--- src/inc/msa_pkg.sv ---
// Shared constants and types of the memory scan access arbiter.
// Assumes one instruction clock and a word-wide program memory read port.
package msa_pkg;

	// ****************************************************************
	// Widths
	// ****************************************************************
	localparam int ADDR_W = 22;
	localparam int DATA_W = 16;
	localparam int TSEL_W = 4;
	localparam int NTRIG = 16;
	localparam int BUF_DEPTH = 2;

	// ****************************************************************
	// Mode field encodings
	// ****************************************************************
	localparam logic [1:0] MODE_CONCURRENT = 2'h0;
	localparam logic [1:0] MODE_BURST = 2'h1;
	localparam logic [1:0] MODE_PEEK = 2'h2;
	localparam logic [1:0] MODE_TRIGGERED = 2'h3;

	// ****************************************************************
	// Address space and reset values
	// ****************************************************************
	// Highest implemented word address; plain default
	localparam logic [ADDR_W-1:0] LAST_IMPL_ADDR = 22'h00FFFF;
	// Memory is word addressed, one CRC word per step
	localparam logic [ADDR_W-1:0] ADDR_STEP = 22'h000001;
	localparam logic [ADDR_W-1:0] ADDR_RST = 22'h000000;
	localparam logic FLAG_RST = 1'h0;

	// ****************************************************************
	// Scanner states
	// ****************************************************************
	typedef enum logic [1:0] {
		MSA_IDLE,
		MSA_WAIT_TRIG,
		MSA_RUN
	} msa_state_e;

endpackage

--- src/rtl/msa_buf.sv ---
// Two-entry buffer between program memory reads and the CRC input.
// Assumes the filler honours o_in_ready; outputs come from flip-flops.
`timescale 1ns/1ps
module msa_buf (
	input wire logic i_clk,
	input wire logic i_rst_n,
	input wire logic i_flush,
	input wire logic i_in_valid,
	input wire logic [msa_pkg::DATA_W-1:0] i_in_data,
	output logic o_in_ready,
	output logic o_out_valid,
	output logic [msa_pkg::DATA_W-1:0] o_out_data,
	input wire logic i_out_ready,
	output logic [1:0] o_count
);

	// ****************************************************************
	// Storage
	// ****************************************************************
	logic [msa_pkg::DATA_W-1:0] mem_r [msa_pkg::BUF_DEPTH];
	logic [msa_pkg::BUF_DEPTH-1:0] vld_r;
	logic [msa_pkg::BUF_DEPTH-1:0] vld_nxt;
	logic [msa_pkg::DATA_W-1:0] d0_nxt;
	logic [msa_pkg::DATA_W-1:0] d1_nxt;
	wire push = i_in_valid && o_in_ready;
	wire pop = vld_r[0] && i_out_ready;

	assign o_in_ready = !vld_r[1];
	assign o_out_valid = vld_r[0];
	assign o_out_data = mem_r[0];
	assign o_count = {1'b0, vld_r[0]} + {1'b0, vld_r[1]};

	// Entry 0 is always the head, so the output is a plain register
	always_comb begin
		vld_nxt = vld_r;
		d0_nxt = mem_r[0];
		d1_nxt = mem_r[1];
		if (pop) begin
			d0_nxt = mem_r[1];
			vld_nxt = {1'b0, vld_r[1]};
		end
		if (push) begin
			if (vld_nxt[0]) begin
				d1_nxt = i_in_data;
				vld_nxt[1] = 1'b1;
			end else begin
				d0_nxt = i_in_data;
				vld_nxt[0] = 1'b1;
			end
		end
		if (i_flush) begin
			vld_nxt = '0;
		end
	end

	always_ff @(posedge i_clk) begin
		if (!i_rst_n) begin
			vld_r <= '0;
		end else begin
			vld_r <= vld_nxt;
		end
	end

	always_ff @(posedge i_clk) begin
		mem_r[0] <= d0_nxt;
		mem_r[1] <= d1_nxt;
	end

endmodule

--- src/rtl/msa_arbiter.sv ---
// Memory scan access arbiter: shares program memory reads between the
// CPU and the scanner feeding the CRC engine.
// Assumes synchronous inputs; i_cpu_fetch_nxt tells one cycle ahead
// whether the CPU needs program memory; read data is valid while
// o_mem_rd is high.
//
// How it works
// - Burst mode stalls the CPU from the cycle after scan start until stop.
// - Burst reads run every instruction clock while room remains.
// - Software clear is ignored in burst; only hardware ends the scan.
// - Concurrent mode stalls the CPU only in cycles with a scan read.
// - Triggered mode waits for a rising trigger edge, then acts concurrent.
// - Peek reads only in CPU-free cycles; interrupt priority is ignored.
// - The first peek read takes the first dead cycle after start.
// - Burst with priority set: interrupt hides scan_run and pauses burst.
// - Burst with priority clear: interrupts do not touch the burst.
// - Concurrent/triggered with priority set: suspend while interrupt runs.
// - Concurrent/triggered, priority clear: reads go on during interrupt.
// - Watchdog is never held by scanning; only the CPU is stalled.
// - Debug halt freezes the scanner; state and address stay visible.
// - Halt during the start instruction delays the burst until exit.
// - Halt during a burst suspends it; it resumes on exit.
// - Halt before a scan cycle defers that read until exit.
// - Halt during a scan cycle lets the granted read finish.
// - A peek slot lost to debug entry is taken after exit.
// - Breakpoint on the start instruction starts the burst after exit.
// - Scan stops at end or unimplemented address, clears run, flags done.
// - Losing an enable or CRC start mid-scan aborts and flags invalid.
`timescale 1ns/1ps
module msa_arbiter (
	input wire logic i_clk,
	input wire logic i_rst_n,
	input wire logic i_scan_enable,
	input wire logic i_crc_enable,
	input wire logic i_crc_go,
	input wire logic [1:0] i_mode,
	input wire logic i_irq_priority_select,
	input wire logic [msa_pkg::TSEL_W-1:0] i_scan_trigger_select,
	input wire logic [msa_pkg::NTRIG-1:0] i_triggers,
	input wire logic i_scan_run_set,
	input wire logic i_scan_run_clr,
	input wire logic [msa_pkg::ADDR_W-1:0] i_start_addr,
	input wire logic [msa_pkg::ADDR_W-1:0] i_end_addr,
	input wire logic i_done_clr,
	input wire logic i_cpu_fetch_nxt,
	input wire logic i_irq_active,
	input wire logic i_dbg_halt,
	input wire logic [msa_pkg::DATA_W-1:0] i_mem_data,
	input wire logic i_crc_ready,
	output logic o_mem_rd,
	output logic [msa_pkg::ADDR_W-1:0] o_mem_addr,
	output logic o_cpu_stall,
	output logic o_scan_run,
	output logic o_busy,
	output logic o_invalid,
	output logic o_done,
	output logic [msa_pkg::ADDR_W-1:0] o_scan_low_address,
	output logic o_crc_valid,
	output logic [msa_pkg::DATA_W-1:0] o_crc_data
);

	// ****************************************************************
	// Decoding helpers
	// ****************************************************************
	// Interrupt takes precedence only with priority set, never in peek
	function automatic logic irq_wins(input logic [1:0] mode,
		input logic prio, input logic irq);
		irq_wins = irq && prio && (mode != msa_pkg::MODE_PEEK);
	endfunction

	function automatic logic past_end(input logic [msa_pkg::ADDR_W-1:0] a,
		input logic [msa_pkg::ADDR_W-1:0] e);
		past_end = (a > e) || (a > msa_pkg::LAST_IMPL_ADDR);
	endfunction

	// ****************************************************************
	// State
	// ****************************************************************
	msa_pkg::msa_state_e state_r;
	msa_pkg::msa_state_e state_nxt;
	logic [msa_pkg::ADDR_W-1:0] addr_r;
	logic [msa_pkg::ADDR_W-1:0] addr_nxt;
	logic rd_r;
	logic stall_r;
	logic run_vis_r;
	logic busy_r;
	logic invalid_r;
	logic invalid_nxt;
	logic done_r;
	logic done_nxt;
	logic trig_prev_r;
	logic [msa_pkg::ADDR_W-1:0] mem_addr_r;

	wire buf_in_ready;
	wire [1:0] buf_count;
	wire buf_out_valid;
	wire [msa_pkg::DATA_W-1:0] buf_out_data;

	// ****************************************************************
	// Decode
	// ****************************************************************
	wire is_burst = (i_mode == msa_pkg::MODE_BURST);
	wire is_peek = (i_mode == msa_pkg::MODE_PEEK);
	wire is_trig = (i_mode == msa_pkg::MODE_TRIGGERED);
	wire enables_ok = i_scan_enable && i_crc_enable && i_crc_go;
	wire active = (state_r != msa_pkg::MSA_IDLE);
	wire irq_pause = irq_wins(i_mode, i_irq_priority_select,
		i_irq_active);
	// Priority clear leaves interrupts out of the decision entirely
	wire hold = i_dbg_halt || irq_pause;

	// Trigger source selection and rising edge
	wire trig_sel = i_triggers[i_scan_trigger_select];
	wire trig_rise = trig_sel && !trig_prev_r;

	// A read in flight still needs a slot, so count it as used
	wire [2:0] used = {1'b0, buf_count} + {2'b00, rd_r};
	wire credit_ok = (used < 3'(msa_pkg::BUF_DEPTH));

	// Peek only takes a cycle the CPU leaves free
	wire slot_ok = is_peek ? !i_cpu_fetch_nxt : 1'b1;

	wire abort = active && !enables_ok;
	wire at_limit = past_end(addr_r, i_end_addr);
	wire run_ok = (state_r == msa_pkg::MSA_RUN) && !abort;
	// Unimplemented or passed end address ends without a read
	// A halted scanner neither reads nor ends
	wire stop_now = run_ok && at_limit && !i_dbg_halt;
	// A halted cycle issues nothing, so a deferred slot is retried later
	wire issue = run_ok && !at_limit && !hold && credit_ok
		&& slot_ok;
	wire last_read = issue && (addr_r == i_end_addr);
	// Burst cannot be cleared by software: CPU is stalled anyway
	wire sw_clr = i_scan_run_clr && !is_burst && !i_scan_run_set;
	// A start with enables missing is refused and flagged
	wire start = i_scan_run_set && !active;
	wire start_bad = start && !enables_ok;

	// ****************************************************************
	// Next state
	// ****************************************************************
	always_comb begin
		state_nxt = state_r;
		addr_nxt = addr_r;
		case (state_r)
			msa_pkg::MSA_IDLE: begin
				if (start && enables_ok) begin
					addr_nxt = i_start_addr;
					// Start is taken even under breakpoint; hold keeps reads off until exit
					state_nxt = is_trig ? msa_pkg::MSA_WAIT_TRIG
						: msa_pkg::MSA_RUN;
				end
			end
			msa_pkg::MSA_WAIT_TRIG: begin
				if (abort || sw_clr) begin
					state_nxt = msa_pkg::MSA_IDLE;
				end else if (trig_rise && !i_dbg_halt) begin
					state_nxt = msa_pkg::MSA_RUN;
				end
			end
			msa_pkg::MSA_RUN: begin
				if (abort || sw_clr || stop_now || last_read) begin
					state_nxt = msa_pkg::MSA_IDLE;
				end
				// Address only moves on a granted read
				if (issue) begin
					addr_nxt = addr_r + msa_pkg::ADDR_STEP;
				end
			end
			default: begin
				state_nxt = msa_pkg::MSA_IDLE;
			end
		endcase
	end

	// Set wins over clear for both sticky flags
	always_comb begin
		done_nxt = done_r;
		invalid_nxt = invalid_r;
		if (i_done_clr) begin
			done_nxt = 1'b0;
		end
		if (stop_now || last_read) begin
			done_nxt = 1'b1;
		end
		if (start && enables_ok) begin
			invalid_nxt = 1'b0;
		end
		if (abort || start_bad) begin
			invalid_nxt = 1'b1;
		end
	end

	// Burst stall drops for a winning interrupt or a debug halt; it
	// reaches the CPU alone, the watchdog keeps counting
	wire burst_stall = is_burst && (state_nxt == msa_pkg::MSA_RUN)
		&& !hold;
	wire stall_nxt = burst_stall || (issue && !is_peek);
	// scan_run reads zero while an interrupt has precedence
	wire run_vis_nxt = (state_nxt != msa_pkg::MSA_IDLE)
		&& !irq_pause;
	wire busy_nxt = (state_nxt != msa_pkg::MSA_IDLE) || issue || rd_r
		|| (buf_count != 2'h0);

	// ****************************************************************
	// Registers
	// ****************************************************************
	always_ff @(posedge i_clk) begin
		if (!i_rst_n) begin
			state_r <= msa_pkg::MSA_IDLE;
			addr_r <= msa_pkg::ADDR_RST;
		end else begin
			state_r <= state_nxt;
			addr_r <= addr_nxt;
		end
	end

	// A granted read always completes, even if a halt arrives next
	always_ff @(posedge i_clk) begin
		if (!i_rst_n) begin
			rd_r <= msa_pkg::FLAG_RST;
			mem_addr_r <= msa_pkg::ADDR_RST;
		end else begin
			rd_r <= issue;
			mem_addr_r <= issue ? addr_r : mem_addr_r;
		end
	end

	always_ff @(posedge i_clk) begin
		if (!i_rst_n) begin
			stall_r <= msa_pkg::FLAG_RST;
			run_vis_r <= msa_pkg::FLAG_RST;
			busy_r <= msa_pkg::FLAG_RST;
		end else begin
			stall_r <= stall_nxt;
			run_vis_r <= run_vis_nxt;
			busy_r <= busy_nxt;
		end
	end

	always_ff @(posedge i_clk) begin
		if (!i_rst_n) begin
			done_r <= msa_pkg::FLAG_RST;
			invalid_r <= msa_pkg::FLAG_RST;
			trig_prev_r <= msa_pkg::FLAG_RST;
		end else begin
			done_r <= done_nxt;
			invalid_r <= invalid_nxt;
			trig_prev_r <= trig_sel;
		end
	end

	// ****************************************************************
	// Buffer toward the CRC
	// ****************************************************************
	// Disable resets the scanner path, so queued words are dropped
	msa_buf msa_buf_i (
		.i_clk(i_clk),
		.i_rst_n(i_rst_n),
		.i_flush(abort),
		.i_in_valid(rd_r),
		.i_in_data(i_mem_data),
		.o_in_ready(buf_in_ready),
		.o_out_valid(buf_out_valid),
		.o_out_data(buf_out_data),
		.i_out_ready(i_crc_ready),
		.o_count(buf_count)
	);

	assign o_mem_rd = rd_r;
	assign o_mem_addr = mem_addr_r;
	assign o_cpu_stall = stall_r;
	assign o_scan_run = run_vis_r;
	assign o_busy = busy_r;
	assign o_invalid = invalid_r;
	assign o_done = done_r;
	assign o_scan_low_address = addr_r;
	assign o_crc_valid = buf_out_valid;
	assign o_crc_data = buf_out_data;
endmodule

--- config.mk ---
export PLATFORM = sky130hd
export DESIGN_NAME = msa_arbiter
export DESIGN_NICKNAME = d
export VERILOG_FILES = /design/src/inc/msa_pkg.sv /design/src/rtl/msa_buf.sv /design/src/rtl/msa_arbiter.sv
export SDC_FILE = /design/constraint.sdc
export NUM_CORES = 1
export LEC_CHECK = 0
export BUFFER_PORTS_ARGS = -buffer_cell sky130_fd_sc_hd__buf_2
export CAP_MARGIN = 20
export CORE_MARGIN = 4
export CORE_UTILIZATION = 46
export CTS_CLUSTER_SIZE = 30
export DETAILED_ROUTE_END_ITERATION = 6
export GPL_TIMING_DRIVEN = 0
export HOLD_SLACK_MARGIN = 0.15
export PLACE_DENSITY = 0.77
export REMOVE_ABC_BUFFERS = 1
export SYNTH_ARGS = -nofsm -noshare
export SYNTH_HDL_FRONTEND = slang
export SYNTH_SLANG_ARGS = --single-unit
--- constraint.sdc ---
create_clock -name i_clk -period 2.95 [get_ports i_clk]
set_input_delay 0.885 -clock i_clk [delete_from_list [all_inputs] [get_ports i_clk]]
set_output_delay 0.885 -clock i_clk [all_outputs]
set_load 0.01 [all_outputs]
==> metrics <==
area grow syn2layout=22.91%; CTS Root Buffer Type=clkbuf_8; placed insts=782; Max-Cap Viols=0; H-tree levels=3; initial antenna violation count=0; maximum resistive drop on vdd=about 190 µV; total gr overflow=0; post-route clock period utilization=94.73%; area of the die=11800 µm²; worst hold path class=flip-flop to flip-flop; Clk pwr share=38.2%; final hold vios=0; commonest non-fill, non-tap cell in the layout=buf_2; Remaining DRCs=0; DRT Pass-1 Iters=5; Min Clock Period, post-route=approximately 2.8 ns; sum of negative setup slack=0 ns; HPWL after DPL=between 9000 and 10000 µm; via count=4362; fin nets=787; flop-to-flop setup slack=between 0.3 and 0.4 ns; Cell Pwr Density=about 420 nW/µm²; Slew Viols, Final=0; Tot GR Track Use=about a fifth; share of cells above drive strength 1=32.29%; Initial Util=47.44%; remaining antenna violation count=0; Sink Count=87; Die W=108.6 µm; Worst Hold Slack=0.4566 ns; most frequent cells in the layout=161 x buf_2, 71 x dfxtp_1, 69 x nand2_1, 67 x a21oi_1, 44 x nor2_1; worst slew pin tran=1.095 ns; Detailed Route WL=between 10000 and 15000 µm; Bufs on Longest Clock Path=2; drt initial violations=251; leakage=2.771 nW; critical path arrival=just over 3 ns; Ports=roughly 160; Sw Pwr=0.0006029 W; ant diodes=0; status=finished, final reports clean; chip height=108.6 µm; Worst Clk Skew=0.009623 ns; CTS tree=built; prevailing post-synth register cell=dfxtp_1; # port buffers=161; Setup crit end kind=flip-flop; RSZ-0062 raised after global routing=false; Worst-path clk slew=around 0.090 ns; largest net degree at the start of global routing=41; Rel. slew slack=between 20% and 30%; routed wire length per instance=approximately 16 µm; Fmax=0.3578 GHz; EDFF count, synth=16; Worst-Skew Late Latency=0.36 ns; crit-path max FO=5; CP startpoint kind=input pin; Vias/cell=5.419; CP required=3.23 ns; async set-reset flop share out of synthesis=0%; first-pass GRT wire length=19560 µm; synth warn=0; total chip power=approximately 0.0024 W; Syn Inst Count=527; Post-Layout Cell Count=805; sequential power share=51.3%; row count=36; Sw Ratio=24.80%; Gate power share=10.5%; mapped cell area=4658 µm²; Core Region=9819 µm²; vias in the first global route=4146; average size of a mapped cell=8.839 µm²; TritonCTS Buffers=9; post-synth top area share=a little under a third; sequential area share after synthesis=40.83%; Setup Crit Path Kind=input pin to flip-flop; Yosys cell types=59; top post-synthesis cells by area=dfxtp_1 31%, edfxtp_1 10%, a21oi_1 7.2%; RePlAce Congestion=0.8056; final setup fails=0; area leader, netlist=dfxtp_1; internal power=0.001829 W; Synth Register Bits=87
flip-flops by register name (all words and copies together), names as in the netlist:
register	count
o_cpu_stall	1
o_scan_low_address	22
o_scan_run	1
msa_buf_i.mem_r	32
o_busy	1
o_done	1
o_mem_addr	22
state_r	2
o_mem_rd	1
o_invalid	1
trig_prev_r	1
msa_buf_i.vld_r	2
worst max-delay path, stage by stage:
cell and delay, ns:
buf_2 0.09, inv_1 0.04, ha_1 0.35, nand4_4 0.17
nor4_4 0.07, buf_4 0.14, a2111oi_4 0.35, nand3_2 0.13
a2111oi_4 0.40, buf_4 0.19, nand2_1 0.07, o22ai_1 0.17
path summary, 6_finish.rpt:
check                               from            end  cells after the start
setup / recovery          i_end_addr[20]    o_cpu_stall                     12
hold / removal             o_mem_addr[2]  o_mem_addr[2]                      2
setup reg to reg  o_scan_low_address[11]    o_cpu_stall                     10
hold reg to reg            o_mem_addr[2]  o_mem_addr[2]                      2
power groups by stage:
stage | logic (W) | clock network (W) | registers [W]
4_1_cts | 0.000255 | 0.000945 | 0.00125
3_3_place_gp | 0.000243 | 0 | 0.00127
3_5_place_dp | 0.000252 | 0 | 0.00127
6_report | 0.000256 | 0.000928 | 0.00125
5_1_grt | 0.000284 | 0.000992 | 0.00125
2_1_floorplan | 0.000120 | 0 | 0.00128
repair_timing:
item	4_1_cts	5_1_grt
setup buffers	2	3
pin swaps	1	5
hold buffers	0	0
hold endpoints to repair	0	0
cloned	0	1
setup endpoints to repair	39	36
gates resized for setup	3	3
kinds of logic after synthesis:
family                   Yosys count  synth area share [%]
AND/OR/NAND/NOR                  193                 20.39
AO/OA/AOI/OAI                    129                 18.78
multiplexers                      21                 5.587
flip-flops                        87                 40.83
adder cells (fa/ha/maj)           25                 6.715
buffers and inverters             72                 7.709
metrics by stage:
step / setup WS (ns) / utilization [%] / instance area (µm²)
floorplan: -0.09288 / - / 4415
global placement: -0.7024 / 54.87 / 5388
detailed placement: -0.7039 / 55.10 / 5410
CTS: 0.01749 / 57.68 / 5664
global route: 0.009580 / 58.31 / 5725
finish: 0.1554 / 58.31 / 5725
Yosys cell counts (all sizes together) (2+ instances only):
library cell	number
a2111oi	3
a211oi	4
a21boi	2
a21oi	73
a221oi	2
a22oi	4
a31o	3
a31oi	4
and2	4
and3	15
buf	22
clkbuf	19
dfxtp	71
edfxtp	16
ha	25
inv	31
mux2i	17
mux4	4
nand2	70
nand2b	5
nand3	13
nand3b	2
nand4	10
nor2	44
nor2b	5
nor3	12
nor4	5
o21ai	12
o31a	2
o31ai	2
o32ai	8
or2	3
cell type report:
| class | instances | area, µm² |
|---|---|---|
| Fill cell | 936 | 4094 |
| Multi-Input combinational cell | 369 | 2434 |
| Sequential cell | 87 | 1902 |
| Timing Repair Buffer | 169 | 889.6 |
| Tap cell | 133 | 166.4 |
| Clock buffer | 9 | 123.9 |
| Inverter | 31 | 116.4 |
| Clock inverter | 7 | 93.84 |
metal layers:
| layer | GRT usage [%] | part of all wire [%] | vias up |
|---|---|---|---|
| met2 | 34.07 | 49 | 152 |
| met4 | 7.665 | 1.4 | 0 |
| met1 | 26.61 | 43 | 2047 |
| met3 | 4.440 | 6.6 | 16 |
| met5 | 0 | 0 | - |
| li1 | - | - | 2147 |
No activity file was read; power rests on OpenSTA's default activity.
